`config.mk`:
```
export PLATFORM = sky130hd
export DESIGN_NAME = stl_torque_limiter
export DESIGN_NICKNAME = d
export VERILOG_FILES = /design/src/hdl/stl_pkg.sv /design/src/hdl/stl_lim_if.sv /design/src/hdl/stl_limit_sel.sv /design/src/hdl/stl_torque_limiter.sv
export SDC_FILE = /design/constraint.sdc
export NUM_CORES = 1
export LEC_CHECK = 0
export BUFFER_PORTS_ARGS = -buffer_cell sky130_fd_sc_hd__clkbuf_2
export CAP_MARGIN = 20
export CELL_PAD_IN_SITES_DETAIL_PLACEMENT = 0
export CELL_PAD_IN_SITES_GLOBAL_PLACEMENT = 1
export CORE_UTILIZATION = 41
export DETAILED_ROUTE_END_ITERATION = 8
export PLACE_DENSITY_LB_ADDON = 0.1
export REMOVE_ABC_BUFFERS = 1
export SLEW_MARGIN = 25
export SYNTH_ARGS = -nofsm -noshare
export SYNTH_HDL_FRONTEND = slang
export SYNTH_SLANG_ARGS = --single-unit
```
`constraint.sdc`:
```
create_clock -name mclk_in -period 9 [get_ports mclk_in]
set_input_delay 0 -clock mclk_in [delete_from_list [all_inputs] [get_ports mclk_in]]
set_output_delay 0 -clock mclk_in [all_outputs]
set_load 0.05 [all_outputs]
```
`src/hdl/stl_pkg.sv`:
```
// Constants and types shared by the torque limiter files
`default_nettype none
package stl_pkg;
  // ****************************************
  // Widths
  // ****************************************
  localparam int LIM_W = 10;
  localparam int TRQ_W = 16;
  // ****************************************
  // Limit settings, percent of rated torque
  // ****************************************
  localparam logic [9:0] LIMIT_CEIL = 10'h320;
  localparam logic [9:0] INT_LIMIT_RST = 10'h320;
  localparam logic [9:0] EXT_LIMIT_RST = 10'h064;
  // ****************************************
  // Setting select codes
  // ****************************************
  localparam logic [1:0] SEL_FWD_INT = 2'h0;
  localparam logic [1:0] SEL_REV_INT = 2'h1;
  localparam logic [1:0] SEL_FWD_EXT = 2'h2;
  localparam logic [1:0] SEL_REV_EXT = 2'h3;
  // ****************************************
  // Allocation bit positions
  // ****************************************
  localparam int ALLOC_FWD_BIT = 0;
  localparam int ALLOC_REV_BIT = 1;
  // ****************************************
  // Limiting methods, Gray coded
  // ****************************************
  typedef enum logic [1:0] {
    STL_MODE_PIN = 2'h0,
    STL_MODE_CMD = 2'h1,
    STL_MODE_COMB = 2'h3
  } stl_mode_t;
endpackage
`default_nettype wire

```
`src/hdl/stl_lim_if.sv`:
```
// Interface carrying one direction's limit inputs and its effective limit
`default_nettype none
interface stl_lim_if;
  logic [stl_pkg::LIM_W-1:0] internal_lim;
  logic [stl_pkg::LIM_W-1:0] external_lim;
  logic [stl_pkg::LIM_W-1:0] cmd_lim;
  logic [stl_pkg::LIM_W-1:0] max_lim;
  logic ext_on;
  logic field_on;
  stl_pkg::stl_mode_t mode;
  logic [stl_pkg::LIM_W-1:0] eff_lim;
  modport sel (input internal_lim, external_lim, cmd_lim, max_lim, ext_on, field_on, mode, output eff_lim);
  modport ctl (output internal_lim, external_lim, cmd_lim, max_lim, ext_on, field_on, mode, input eff_lim);
endinterface
`default_nettype wire

```
`src/hdl/stl_limit_sel.sv`:
```
// Effective limit selection for one torque direction
`default_nettype none
module stl_limit_sel (
  // Limit sources and result
  stl_lim_if.sel lim
);
  logic [stl_pkg::LIM_W-1:0] base;

  always_comb begin
    base = lim.internal_lim;
    case (lim.mode)
      // RULE_04 external pin tightens
      // RULE_05 same for reverse instance
      stl_pkg::STL_MODE_PIN: begin
        if (lim.ext_on && (lim.external_lim < base)) begin
          base = lim.external_lim;
        end
      end
      // RULE_11 host command limit
      stl_pkg::STL_MODE_CMD: begin
        if (lim.cmd_lim < base) begin
          base = lim.cmd_lim;
        end
      end
      // RULE_12 field bit selects command
      stl_pkg::STL_MODE_COMB: begin
        if (lim.field_on && (lim.cmd_lim < base)) begin
          base = lim.cmd_lim;
        end
      end
      default: begin
        base = lim.internal_lim;
      end
    endcase
    // RULE_02 motor maximum caps all
    if (base > lim.max_lim) begin
      base = lim.max_lim;
    end
    lim.eff_lim = base;
  end
endmodule
`default_nettype wire

```
`src/hdl/stl_torque_limiter.sv`:
```
// Torque limiter top: limit settings, selection, clamping and status
`default_nettype none
// Functional notes
// RULE_01 - Forward and reverse torque are always held within internal limits, settable 0 to 800 percent, 800 after reset.
// RULE_02 - Any limit above the motor maximum torque is replaced by that maximum.
// RULE_03 - Separate forward and reverse external limits are held, settable 0 to 800 percent, 100 after reset.
// RULE_04 - With the forward external input active the forward limit is the smaller of internal and external forward.
// RULE_05 - With the reverse external input active the reverse limit is the smaller of internal and external reverse.
// RULE_06 - The host raises an external limit input whenever it needs reduced torque.
// RULE_07 - The torque-limited status is high while the output is being clamped and low otherwise.
// RULE_08 - External limit inputs act only when assigned through the input allocation setting.
// RULE_09 - The torque-limited pin is driven only when assigned through the output allocation setting.
// RULE_10 - Direction setting 0 makes counter-clockwise (positive) torque the forward direction.
// RULE_11 - Host command forward and reverse limits are accepted as another limiting method.
// RULE_12 - A combined method lets field limit bits select the host command limits per direction.
// RULE_13 - Positive references saturate at the forward-side limit and negative ones at the negated other limit each cycle.
module stl_torque_limiter (
  // Clock and reset
  input wire logic mclk_in,
  input wire logic rst_in,
  // Limit setting writes
  input wire logic param_wr_in,
  input wire logic [1:0] param_sel_in,
  input wire logic [9:0] param_data_in,
  // Configuration
  input wire logic [9:0] max_torque_in,
  input wire logic [1:0] input_allocation_setting_in,
  input wire logic output_allocation_setting_in,
  input wire logic rotation_direction_setting_in,
  input wire logic [1:0] limit_mode_in,
  // Host controller discrete inputs
  input wire logic fwd_ext_limit_in,
  input wire logic rev_ext_limit_in,
  // Network link limits
  input wire logic [9:0] cmd_fwd_torque_limit_in,
  input wire logic [9:0] cmd_rev_torque_limit_in,
  input wire logic field_fwd_ext_limit_bit_in,
  input wire logic field_rev_ext_limit_bit_in,
  // Torque path
  input wire logic signed [15:0] torque_ref_in,
  output logic signed [15:0] torque_ref_out,
  // Status
  output logic clamp_active_out,
  output logic torque_limited_out,
  output logic [9:0] fwd_limit_out,
  output logic [9:0] rev_limit_out
);
  // ****************************************
  // Limit settings
  // ****************************************
  logic [9:0] fwd_internal_torque_limit;
  logic [9:0] rev_internal_torque_limit;
  logic [9:0] fwd_external_torque_limit;
  logic [9:0] rev_external_torque_limit;
  logic [9:0] next_fwd_int;
  logic [9:0] next_rev_int;
  logic [9:0] next_fwd_ext;
  logic [9:0] next_rev_ext;
  logic [9:0] wr_val;
  logic [9:0] max_lim;

  always_comb begin
    wr_val = (param_data_in > stl_pkg::LIMIT_CEIL) ? stl_pkg::LIMIT_CEIL : param_data_in;
    max_lim = (max_torque_in > stl_pkg::LIMIT_CEIL) ? stl_pkg::LIMIT_CEIL : max_torque_in;
    next_fwd_int = fwd_internal_torque_limit;
    next_rev_int = rev_internal_torque_limit;
    next_fwd_ext = fwd_external_torque_limit;
    next_rev_ext = rev_external_torque_limit;
    if (param_wr_in) begin
      case (param_sel_in)
        stl_pkg::SEL_FWD_INT: next_fwd_int = wr_val;
        stl_pkg::SEL_REV_INT: next_rev_int = wr_val;
        stl_pkg::SEL_FWD_EXT: next_fwd_ext = wr_val;
        stl_pkg::SEL_REV_EXT: next_rev_ext = wr_val;
        default: next_fwd_int = fwd_internal_torque_limit;
      endcase
    end
  end

  // RULE_01 internal limit defaults
  // RULE_03 external limit defaults
  always_ff @(posedge mclk_in or posedge rst_in) begin
    if (rst_in) begin
      fwd_internal_torque_limit <= stl_pkg::INT_LIMIT_RST;
      rev_internal_torque_limit <= stl_pkg::INT_LIMIT_RST;
      fwd_external_torque_limit <= stl_pkg::EXT_LIMIT_RST;
      rev_external_torque_limit <= stl_pkg::EXT_LIMIT_RST;
    end else begin
      fwd_internal_torque_limit <= next_fwd_int;
      rev_internal_torque_limit <= next_rev_int;
      fwd_external_torque_limit <= next_fwd_ext;
      rev_external_torque_limit <= next_rev_ext;
    end
  end

  // ****************************************
  // Effective limit selection
  // ****************************************
  stl_lim_if fwd_if ();
  stl_lim_if rev_if ();
  stl_pkg::stl_mode_t mode;
  logic [9:0] fwd_lim;
  logic [9:0] rev_lim;

  always_comb begin
    mode = stl_pkg::stl_mode_t'(limit_mode_in);
    fwd_if.internal_lim = fwd_internal_torque_limit;
    fwd_if.external_lim = fwd_external_torque_limit;
    fwd_if.cmd_lim = (cmd_fwd_torque_limit_in > stl_pkg::LIMIT_CEIL) ? stl_pkg::LIMIT_CEIL : cmd_fwd_torque_limit_in;
    fwd_if.max_lim = max_lim;
    fwd_if.field_on = field_fwd_ext_limit_bit_in;
    fwd_if.mode = mode;
    rev_if.internal_lim = rev_internal_torque_limit;
    rev_if.external_lim = rev_external_torque_limit;
    rev_if.cmd_lim = (cmd_rev_torque_limit_in > stl_pkg::LIMIT_CEIL) ? stl_pkg::LIMIT_CEIL : cmd_rev_torque_limit_in;
    rev_if.max_lim = max_lim;
    rev_if.field_on = field_rev_ext_limit_bit_in;
    rev_if.mode = mode;
    // RULE_08 pins act only when allocated
    fwd_if.ext_on = fwd_ext_limit_in & input_allocation_setting_in[stl_pkg::ALLOC_FWD_BIT];
    rev_if.ext_on = rev_ext_limit_in & input_allocation_setting_in[stl_pkg::ALLOC_REV_BIT];
  end

  // Read back outside the process above so it does not loop on its own outputs
  assign fwd_lim = fwd_if.eff_lim;
  assign rev_lim = rev_if.eff_lim;

  stl_limit_sel u_fwd_sel (
    .lim(fwd_if.sel)
  );

  stl_limit_sel u_rev_sel (
    .lim(rev_if.sel)
  );

  // ****************************************
  // Clamping and status
  // ****************************************
  logic signed [15:0] pos_lim;
  logic signed [15:0] neg_lim;
  logic signed [15:0] next_torque;
  logic next_clamp;
  logic next_limited;

  always_comb begin
    // RULE_10 direction maps forward side
    if (!rotation_direction_setting_in) begin
      pos_lim = $signed({6'h00, fwd_lim});
      neg_lim = -$signed({6'h00, rev_lim});
    end else begin
      pos_lim = $signed({6'h00, rev_lim});
      neg_lim = -$signed({6'h00, fwd_lim});
    end
    // RULE_13 per-sign saturation
    next_torque = torque_ref_in;
    next_clamp = 1'b0;
    if (torque_ref_in > pos_lim) begin
      next_torque = pos_lim;
      next_clamp = 1'b1;
    end else if (torque_ref_in < neg_lim) begin
      next_torque = neg_lim;
      next_clamp = 1'b1;
    end
    // RULE_09 pin needs allocation
    next_limited = next_clamp & output_allocation_setting_in;
  end

  // RULE_07 status follows clamping
  always_ff @(posedge mclk_in or posedge rst_in) begin
    if (rst_in) begin
      torque_ref_out <= 16'sh0000;
      clamp_active_out <= 1'b0;
      torque_limited_out <= 1'b0;
      fwd_limit_out <= 10'h000;
      rev_limit_out <= 10'h000;
    end else begin
      torque_ref_out <= next_torque;
      clamp_active_out <= next_clamp;
      torque_limited_out <= next_limited;
      fwd_limit_out <= fwd_lim;
      rev_limit_out <= rev_lim;
    end
  end

  // ****************************************
  // Assertions
  // ****************************************
  a_pos_bound: assert property (@(posedge mclk_in) disable iff (rst_in) // RULE_13
    1'b1 |=> (torque_ref_out <= $past(pos_lim)) && (torque_ref_out >= $past(neg_lim)))
    else $error("torque output outside effective limits");

  a_pass_through: assert property (@(posedge mclk_in) disable iff (rst_in) // RULE_13
    (torque_ref_in <= pos_lim && torque_ref_in >= neg_lim) |=> torque_ref_out == $past(torque_ref_in))
    else $error("unclamped reference altered");

  a_max_cap: assert property (@(posedge mclk_in) disable iff (rst_in) // RULE_02
    fwd_lim <= max_lim && rev_lim <= max_lim)
    else $error("limit above motor maximum");

  a_internal_cap: assert property (@(posedge mclk_in) disable iff (rst_in) // RULE_01
    fwd_lim <= fwd_internal_torque_limit && rev_lim <= rev_internal_torque_limit && fwd_lim <= stl_pkg::LIMIT_CEIL)
    else $error("limit above internal limit");

  a_fwd_external: assert property (@(posedge mclk_in) disable iff (rst_in) // RULE_04
    (mode == stl_pkg::STL_MODE_PIN && fwd_if.ext_on) |-> fwd_lim <= fwd_external_torque_limit)
    else $error("forward external limit not applied");

  a_rev_external: assert property (@(posedge mclk_in) disable iff (rst_in) // RULE_05
    (mode == stl_pkg::STL_MODE_PIN && rev_if.ext_on) |-> rev_lim <= rev_external_torque_limit)
    else $error("reverse external limit not applied");

  a_unalloc_ignored: assert property (@(posedge mclk_in) disable iff (rst_in) // RULE_08
    (mode == stl_pkg::STL_MODE_PIN && !input_allocation_setting_in[stl_pkg::ALLOC_FWD_BIT])
    |-> fwd_lim == ((fwd_internal_torque_limit > max_lim) ? max_lim : fwd_internal_torque_limit))
    else $error("unallocated input changed limit");

  a_clamp_flag: assert property (@(posedge mclk_in) disable iff (rst_in) // RULE_07
    1'b1 |=> clamp_active_out == (torque_ref_out != $past(torque_ref_in)))
    else $error("clamp status disagrees with output");

  a_status_pin: assert property (@(posedge mclk_in) disable iff (rst_in) // RULE_09
    !output_allocation_setting_in |=> !torque_limited_out)
    else $error("status pin driven while unallocated");

  a_dir_map: assert property (@(posedge mclk_in) disable iff (rst_in) // RULE_10
    (!rotation_direction_setting_in && torque_ref_in > 16'sh0000)
    |=> torque_ref_out <= $signed({6'h00, fwd_limit_out}))
    else $error("forward limit not on positive side");

  a_cmd_limit: assert property (@(posedge mclk_in) disable iff (rst_in) // RULE_11
    mode == stl_pkg::STL_MODE_CMD |-> fwd_lim <= cmd_fwd_torque_limit_in && rev_lim <= cmd_rev_torque_limit_in)
    else $error("command limit not applied");

  a_comb_limit: assert property (@(posedge mclk_in) disable iff (rst_in) // RULE_12
    (mode == stl_pkg::STL_MODE_COMB && field_fwd_ext_limit_bit_in) |-> fwd_lim <= cmd_fwd_torque_limit_in)
    else $error("combined mode command limit not applied");

  a_setting_default: assert property (@(posedge mclk_in) // RULE_03
    $fell(rst_in) |-> fwd_external_torque_limit == stl_pkg::EXT_LIMIT_RST)
    else $error("external limit default wrong");
endmodule
`default_nettype wire
```
==> flow_metrics.tcl, run 1 <==
set metrics [dict create \
    globalRouteOverflowTotal 0 \
    portBuffers 108 \
    timing_worst_setup_path_type "flip-flop to flip-flop" \
    avgSynthCellArea_um2 8.33 \
    wl_per_cell_um 19.6 \
    synth_area_um2 7260 \
    worstSetupStartpointType "flip-flop" \
    drt_iter0_markers 611 \
    synth-main-ff-cell "dfrtp_1" \
    grt_pass1_vias 6774 \
    drc_errors 0 \
    post_drt_via_cell_ratio 5.86 \
    num_vias 7160 \
    p_leak_nw 4.06 \
    diodes 0 \
    synth_edf_count 0 \
    clkTransAtPathRegs_ns 0.07 \
    crit_path_frequent_cell "a21o_1" \
    post_cts_buffers 0 \
    fin_area_um2 8540 \
    grt_pass1_wl_um 37600 \
    gp_congestion 0.914 \
    min_period_over_period_pct 91.9 \
    timing.critical_path.to_type "flip-flop" \
    status "finished, final reports clean" \
    grt_usage_pct 27.1 \
    ys_seq_area_share_pct 27.1 \
    rsz0062_at_grt "no" \
    cts_tree "built" \
    placementRows 48 \
    clock_latency_ns 0.36 \
    core_area_um2 17300 \
    drv_slew 0 \
    clockBufferDepth 2 \
    setup_tns_ns 0 \
    h-tree-depth 3 \
    cts_sinks 78 \
    fmax_mhz 121 \
    pin_count 109 \
    power_density_nw_per_um2 249 \
    drive_above_1_share_pct 19.0 \
    max_slew_margin_pct 48.1 \
    grt_max_degree 79 \
    synth.ff_latch_count 78 \
    post_dp_cell_area_um2 8090 \
    firstDrtPassIters 5 \
    crit_fanout 15 \
    nets 1146 \
    hold_path_class "input pin to flip-flop" \
    routed_wl_um 24000 \
    worst_path_max_delay_cell "dfstp_2" \
    final_hold_viol_count 0 \
    antenna_found_initial 0 \
    syn_to_final_growth_pct 17.6 \
    dp.final_hpwl_um 19500 \
    ir_worst_vdd_uv 188 \
    async_flop_share_pct 100 \
    required_ns 9.26 \
    initial_core_util_pct 42.0 \
    period_minus_slack_ns 8.27 \
    postRouteAntennaNets 0 \
    syn_inst 872 \
    critPathMaxStageDelay_ns 0.55 \
    setup_viol 0 \
    dieArea_um2 18300 \
    fin_skew_ns 0.0100 \
    cts-buffers-inserted 9 \
    worstMarginPinSlew_ns 0.776 \
    die_h_um 135 \
    cp.arrival_ns 8.53 \
    die_width_um 135 \
    final_core_util_pct 49.4 \
    yosysWarningCount 0 \
    ys_types 88 \
    cap_viol_max_count 0 \
    root_buffer "clkbuf_16" \
]
-- power breakdown --
group	leakage [nW]	switching [mW]	internal (mW)	total (mW)
clock network	0.146	0.154	0.244	0.398
logic	2.97	0.814	0.413	1.23
registers	0.942	0.0568	0.449	0.506
-- layout make-up --
cell class                      instances  area (µm²)
Clock inverter                          5        83.8
Sequential cell                        78        1970
Multi-Input combinational cell        712        4980
Tap cell                              225         282
Clock buffer                           11         233
Inverter                               54         204
Fill cell                            1711        8750
Timing Repair Buffer                  137         795
-- placed cells by master (no fill, tap or decap), types with 6 or more instances in the layout --
cell             n
nand4_1         20
dfrtp_1         66
o211ai_1         7
inv_1           51
o31ai_1          7
nand3_1         24
and3_1           8
mux2_2          12
nand2b_1        12
nand2_1        115
ha_1            83
nor2b_1          8
clkbuf_2       108
a211oi_1         6
and2_1          17
buf_4           15
xnor2_1         13
nor3b_1          6
mux2i_1         23
a21oi_1         45
o21a_1          11
nor3_1          22
nor2_1          47
o21ai_0         70
a31oi_1         12
or3_1           11
dlygate4sd3_1   13
o21bai_1         6
a21o_1          15
clkbuf_16        9
nor4_1           7
dfstp_2         12
-- through the flow --
stage               std cells  power [mW]  setup slack, ns  hold slack [ns]
floorplan                 844        1.36             1.17            0.129
global placement         1193        1.72            0.695            0.222
detailed placement       1193        1.72            0.668            0.223
CTS                      1222        2.13            0.703          0.00290
global route             1222        2.28           0.0641           0.0209
finish                   1222        2.13            0.729          0.00257
-- flip-flops by register name, summed over array words and instances, names as in the netlist --
name	count
clamp_active_out	1
fwd_external_torque_limit	10
fwd_if.internal_lim	10
fwd_limit_out	10
rev_external_torque_limit	10
rev_if.internal_lim	10
rev_limit_out	10
torque_limited_out	1
torque_ref_out	16
-- critical path: cells and delay by family, from the launching register on --
kind	cells	cell delay (ns)
flip-flops	1	0.55
buffers and inverters	5	0.84
AND/OR/NAND/NOR	10	2.46
AO/OA/AOI/OAI	15	3.12
adder cells (fa/ha/maj)	3	0.80
multiplexers	1	0.41
-- path summary, 6_finish.rpt --
check	startpoint	depth (start not counted)	end	slack, ns
setup reg to reg	rev_if.internal_lim[8]	34	torque_ref_out[3]	0.73
max in group asynchronous	rst_in	4	fwd_if.internal_lim[1]	8.12
hold reg to reg	fwd_if.internal_lim[5]	2	fwd_if.internal_lim[5]	0.50
min in group asynchronous	rst_in	4	fwd_limit_out[6]	0.32
hold / removal	param_data_in[8]	2	rev_external_torque_limit[8]	0.003
setup / recovery	rev_if.internal_lim[8]	34	torque_ref_out[3]	0.73
-- cells by family (layout without fill, tap and decap cells) --
| group | after synthesis | count (layout) | synth area share (%) |
|---|---|---|---|
| muxes | 36 | 36 | 5.18 |
| AOI/OAI and AO/OA | 255 | 255 | 24.6 |
| adders and majority gates | 83 | 83 | 14.3 |
| buffers and inverters | 82 | 207 | 4.46 |
| xor gates and xnor gates | 14 | 14 | 1.69 |
| and+or+nand+nor | 324 | 324 | 22.7 |
| DFF | 78 | 78 | 27.1 |
-- layer usage --
metal	wire, µm	track usage (%)	vias to the layer above
met4	569	8.36	0
met5	0	0	-
met2	10900	43.6	273
met1	10900	36.9	3346
li1	-	-	3497
met3	1560	4.58	44
-- cell usage after synthesis (all sizes together) (5+ instances only) --
| master | number | area share [%] |
|---|---|---|
| buf | 5 | 0.48 |
| a31o | 6 | 0.72 |
| o21a | 11 | 1.1 |
| and3 | 8 | 0.69 |
| xnor2 | 13 | 1.6 |
| dfrtp | 66 | 23 |
| nor2 | 47 | 2.4 |
| dfstp | 12 | 4.3 |
| nand2b | 12 | 1.0 |
| nand4 | 21 | 1.9 |
| and4 | 5 | 0.60 |
| o211ai | 7 | 0.72 |
| and2 | 18 | 1.6 |
| mux2i | 23 | 3.2 |
| o21bai | 6 | 0.62 |
| a21oi | 46 | 3.2 |
| a31oi | 13 | 1.3 |
| o31ai | 9 | 1.2 |
| clkbuf | 23 | 1.2 |
| a311oi | 5 | 0.60 |
| nand2 | 115 | 5.9 |
| ha | 83 | 14 |
| or3 | 11 | 0.95 |
| o21ai | 72 | 5.0 |
| o2111ai | 5 | 0.60 |
| a21o | 15 | 1.6 |
| nor3 | 25 | 2.0 |
| a211oi | 7 | 0.79 |
| inv | 52 | 2.7 |
| o31a | 5 | 0.60 |
| nand3 | 24 | 1.7 |
| nor4 | 8 | 0.78 |
| nor3b | 6 | 0.62 |
| mux2 | 13 | 2.0 |
| nor2b | 8 | 0.69 |
-- what timing repair did --
action	4_1_cts	5_1_grt
hold buffers	13	0
setup endpoints to repair	0	2
gates resized for setup	0	1
endpoints found under the hold margin	54	0
Power figures use the tool's default switching activity.
==> run 2: changes to the inputs <==
CORE_MARGIN = 8   (was not set)
GPL_ROUTABILITY_DRIVEN = 0   (was not set)
GPL_TIMING_DRIVEN = 0   (was not set)
==> flow_metrics.tcl, run 2 (synthesis gave the netlist of run 1 again) <==
set metrics [dict create \
    cp.buffers_inverters 3 \
    die_h_um 149 \
    whs_ns -0.00674 \
    cap_viol_max_count 0 \
    die_width_um 149 \
    cts_tree "built" \
    core_area_um2 17300 \
    placementRows 48 \
    r2r_start "rev_if.internal_lim[9]" \
    post_drt_via_cell_ratio 5.85 \
    p_total_mw 2.21 \
    r2r-end "torque_ref_out[7]" \
    worst_path_max_delay_cell "or4_1" \
    drc_errors 0 \
    post_dp_cell_area_um2 8000 \
    reg2reg_depth 34 \
    violations "negative hold slack" \
    nets 1137 \
    final_common_cell "nand2_1" \
    dp.cells 1178 \
    critPathMaxStageDelay_ns 0.58 \
    r2r_slack_ns 0.56 \
    diodes 0 \
    largest_register_ffs 16 \
    rsz0062_at_grt "no" \
    clkTransAtPathRegs_ns 0.07 \
    grt_max_degree 48 \
    grt_pass1_vias 6851 \
    power_density_nw_per_um2 254 \
    cp.arrival_ns 8.70 \
    cts_sinks 78 \
    initial_core_util_pct 42.0 \
    period_minus_slack_ns 8.44 \
    crit_fanout 15 \
    timing_worst_setup_path_type "flip-flop to flip-flop" \
    num_vias 7098 \
    syn_to_final_growth_pct 19.5 \
    timing.critical_path.to_type "flip-flop" \
    globalRouteOverflowTotal 0 \
    fin_area_um2 8680 \
    crit_path_frequent_cell "a21o_1" \
    required_ns 9.25 \
    pin_count 109 \
    worstSetupStartpointType "flip-flop" \
    drive_above_1_share_pct 20.4 \
    clockBufferDepth 2 \
    setup_tns_ns 0 \
    ir_worst_vdd_uv 166 \
    finalNonFillerCells 1213 \
    fin_skew_ns 0.0102 \
    clock_latency_ns 0.35 \
    dp.final_hpwl_um 19700 \
    cts-buffers-inserted 9 \
    portBuffers 108 \
    layout_common_cells "nand2_1, clkbuf_2, ha_1" \
    whs_endpoint "rev_external_torque_limit[2]" \
    grt_pass1_wl_um 38600 \
    root_buffer "clkbuf_16" \
    setup_viol 0 \
    worstMarginPinSlew_ns 0.801 \
    routed_wl_um 24600 \
    cpLargestDelayFamily "simple AND/OR/NAND/NOR gates" \
    hold_path_class "input pin to flip-flop" \
    grt_usage_pct 22.1 \
    hold_start "param_data_in[2]" \
    largest_register "torque_ref_out" \
    hold_path_depth 3 \
    status "finished with violations" \
    dieArea_um2 22200 \
    postRouteAntennaNets 0 \
    fmax_mhz 118 \
    p_leak_nw 4.08 \
    h-tree-depth 3 \
    firstDrtPassIters 5 \
    min_period_over_period_pct 93.8 \
    max_slew_margin_pct 46.2 \
    wl_per_cell_um 20.3 \
    final_hold_viol_count 1 \
    drv_slew 0 \
    antenna_found_initial 0 \
    drt_iter0_markers 494 \
]
-- run 2: worst reg2reg max path: cells and delay by family (launching register included) --
family	cells	cell delay (ns)
buffers and inverters	3	0.35
AND/OR/NAND/NOR	11	3.11
adder cells (fa/ha/maj)	4	0.96
multiplexers	2	0.58
XOR/XNOR	1	0.15
AO/OA/AOI/OAI	13	2.60
flip-flops	1	0.56
-- run 2: stage by stage --
step	worst slack (ns)	utilization, %
after floorplan	1.17	-
after global placement	-1.45	46.1
after detailed placement	-1.46	46.3
after CTS	0.00177	49.2
after global routing	0.0114	50.2
final	0.556	50.2
-- run 2: worst max path at each step --
stage                                    start                end  slack (ns)  cells after the start
global placement    cmd_rev_torque_limit_in[6]  torque_ref_out[3]       -1.45                     34
finish                  rev_if.internal_lim[9]  torque_ref_out[7]        0.56                     34
CTS                     rev_if.internal_lim[1]  torque_ref_out[3]       0.002                     31
floorplan           cmd_rev_torque_limit_in[6]  torque_ref_out[7]        1.17                     33
global route            rev_if.internal_lim[9]  torque_ref_out[7]        0.01                     32
detailed placement  cmd_rev_torque_limit_in[6]  torque_ref_out[3]       -1.46                     34
-- run 2: cell type report --
cell class / count / area, µm²
Tap cell: 225 / 282
Multi-Input combinational cell: 712 / 5110
Clock inverter: 6 / 133
Fill cell: 1715 / 8610
Sequential cell: 78 / 1970
Clock buffer: 10 / 239
Inverter: 54 / 205
Timing Repair Buffer: 128 / 751
-- run 2: where the power goes --
| part | internal, mW | total (mW) | switching, mW |
|---|---|---|---|
| sequential | 0.449 | 0.504 | 0.0551 |
| clock | 0.306 | 0.456 | 0.150 |
| combinational | 0.420 | 1.25 | 0.829 |
-- run 2: metal layers --
layer	routed length, µm	global-route usage [%]	vias to the layer above
li1	-	-	3488
met1	11400	29.8	3342
met2	11200	35.3	236
met3	1640	4.07	32
met4	480	6.66	0
met5	0	0	-
-- run 2: repair_timing --
item / CTS / global route
buffers inserted: 0 / 8
pin swaps: 0 / 4
setup endpoints to repair: 17 / 17
hold buffers: 11 / 0
hold endpoints to repair: 39 / 0
gates cloned: 0 / 0
gates resized for setup: 5 / 21
==> run 3: changes to the inputs <==
SYNTH_HIERARCHICAL = 1   (was not set)
==> flow_metrics.tcl, run 3 <==
set metrics [dict create \
    postRouteAntennaNets 0 \
    largest_register "torque_ref_out" \
    crit_fanout 17 \
    clockBufferDepth 2 \
    largest_register_ffs 16 \
    multi_input_area_um2 4860 \
    post_drt_via_cell_ratio 5.64 \
    final_common_cell "clkbuf_2" \
    seqPwrFrac_pct 24.2 \
    clock_latency_ns 0.35 \
    synth_area_um2 7190 \
    avgSynthCellArea_um2 8.38 \
    die_h_um 148 \
    max_slew_margin_pct 37.1 \
    core_area_um2 17200 \
    cap_viol_max_count 0 \
    timing.critical_path.to_type "flip-flop" \
    hold_path_class "input pin to flip-flop" \
    layout_common_cells "clkbuf_2, nand2_1, ha_1" \
    synth-main-ff-cell "dfrtp_1" \
    min_period_over_period_pct 89.2 \
    synth.ff_latch_count 78 \
    fmax_mhz 125 \
    dieArea_um2 22000 \
    power_density_nw_per_um2 249 \
    yosysMostFrequentCell "nand2_1" \
    p_total_mw 2.09 \
    die_width_um 148 \
    regArea_um2 1970 \
    initial_core_util_pct 41.7 \
    placementRows 48 \
    synth_area_leaders "dfrtp_1, ha_1, mux2i_1" \
    p_leak_nw 3.94 \
    rsz0062_at_grt "no" \
    routed_wl_um 22100 \
    grt_pass1_wl_um 35200 \
    yosysWarningCount 6 \
    grt_pass1_vias 6547 \
    cts-buffers-inserted 9 \
    synthTopCellsByCount "nand2_1, ha_1, inv_1, dfrtp_1, o21ai_0" \
    num_vias 6712 \
    fin_skew_ns 0.0104 \
    diodes 0 \
    cts_tree "built" \
    clkTransAtPathRegs_ns 0.07 \
    worstSetupStartpointType "input pin" \
    internal-power_mw 1.06 \
    synth_edf_count 0 \
    clock_power_share_pct 18.0 \
    n_fill_cell 1718 \
    firstDrtPassIters 5 \
    timing_worst_setup_path_type "input pin to flip-flop" \
    p_sw_share_pct 49.0 \
    yosysTopAreaCellShare_pct 23.0 \
    drv_slew 0 \
    portBuffers 108 \
    ir_worst_vdd_uv 177 \
    yosysTopAreaCell "dfrtp_1" \
    power_frac_comb_pct 57.7 \
    root_buffer "clkbuf_16" \
    wl_per_cell_um 18.5 \
    worst_path_max_delay_cell "a31oi_2" \
    cp.buffers_inverters 1 \
    pin_count 109 \
    ys_types 66 \
    final_hold_viol_count 0 \
    drc_errors 0 \
    setup_tns_ns 0 \
    async_flop_share_pct 100 \
    syn_inst 858 \
    critPathMaxStageDelay_ns 0.68 \
    drive_above_1_share_pct 19.7 \
    grt_max_degree 54 \
    globalRouteOverflowTotal 0 \
    ys_seq_area_share_pct 27.4 \
    cp.arrival_ns 8.26 \
    worstMarginPinSlew_ns 0.935 \
    period_minus_slack_ns 8.03 \
    required_ns 9.23 \
    drt_iter0_markers 479 \
    setup_viol 0 \
    power.switching_mw 1.02 \
    cpLargestDelayFamily "compound AO/OA/AOI/OAI gates" \
    antenna_found_initial 0 \
    status "finished, final reports clean" \
    h-tree-depth 3 \
    syn_to_final_growth_pct 16.4 \
    dp.final_hpwl_um 17800 \
    grt_usage_pct 20.3 \
    cts_sinks 78 \
    nets 1115 \
]
run 3: layout make-up:
| cell class | count | area share, % |
|---|---|---|
| tap | 225 | 3.36 |
| sequential | 78 | 23.5 |
| timing repair buffer | 121 | 8.28 |
| multi-input combinational | 680 | 58.1 |
| clock inverter | 7 | 0.882 |
| clock buffer | 9 | 2.69 |
| inverter | 71 | 3.21 |
run 3: path summary, 6_finish.rpt:
kind                                              start                           end  slack (ns)  cells after the start
setup / recovery             cmd_rev_torque_limit_in[0]             torque_ref_out[0]        0.97                     30
hold / removal                         param_data_in[1]        rev_if.internal_lim[1]        0.01                      3
setup reg to reg                 rev_if.internal_lim[9]             torque_ref_out[0]        1.12                     26
hold reg to reg            fwd_external_torque_limit[6]  fwd_external_torque_limit[6]        0.50                      2
max in group asynchronous                        rst_in  rev_external_torque_limit[6]        8.18                      4
min in group asynchronous                        rst_in             torque_ref_out[7]        0.17                      3
run 3: logic make-up (layout without fill, tap and decap cells):
kind of cell | Yosys count | after routing | share of synthesized area, %
buf+inv | 100 | 208 | 5.50
xor+xnor | 13 | 13 | 1.58
fa+ha+maj | 83 | 83 | 14.4
flops | 78 | 78 | 27.4
compound gates | 234 | 234 | 21.8
mux | 57 | 57 | 8.37
simple gates | 293 | 293 | 21.0
run 3: layer usage:
metal	vias up	wire, µm	GRT usage (%)
met1	3149	10800	28.5
met3	27	1150	4.53
met2	170	9730	30.5
met5	-	0	0
met4	0	422	5.86
li1	3366	-	-
run 3: per-stage QoR:
step           utilization (%)  cells  hold WS, ns  setup slack (ns)  area (µm²)
2_1_floorplan                -    829        0.129              1.83        7060
3_3_place_gp              45.7   1162        0.211            -0.211        7880
3_5_place_dp              45.9   1163     0.000848             0.185        7920
4_1_cts                   48.2   1188      0.00156             0.574        8310
5_1_grt                   48.6   1191       0.0192             0.294        8370
6_report                  48.6   1191       0.0106             0.973        8370
run 3: timing repair:
action | 4_1_cts | 5_1_grt
setup buffers | 0 | 3
hold buffers | 9 | 0
hold endpoints to repair | 57 | 0
resized for setup | 0 | 2
setup endpoints to repair | 0 | 2
run 3: tightest hold or removal path: cells and delay by family:
family	cells	cell delay, ns
AOI/OAI and AO/OA	1	0.09
buffers and inverters	1	0.09
and+or+nand+nor	1	0.13
run 3: power by group through the flow:
stage               clock network (mW)  registers (mW)  logic (mW)
floorplan                            0           0.743       0.630
global placement                     0           0.513        1.18
detailed placement                   0           0.513        1.18
CTS                              0.386           0.508        1.19
global route                     0.401           0.519        1.32
finish                           0.377           0.506        1.20
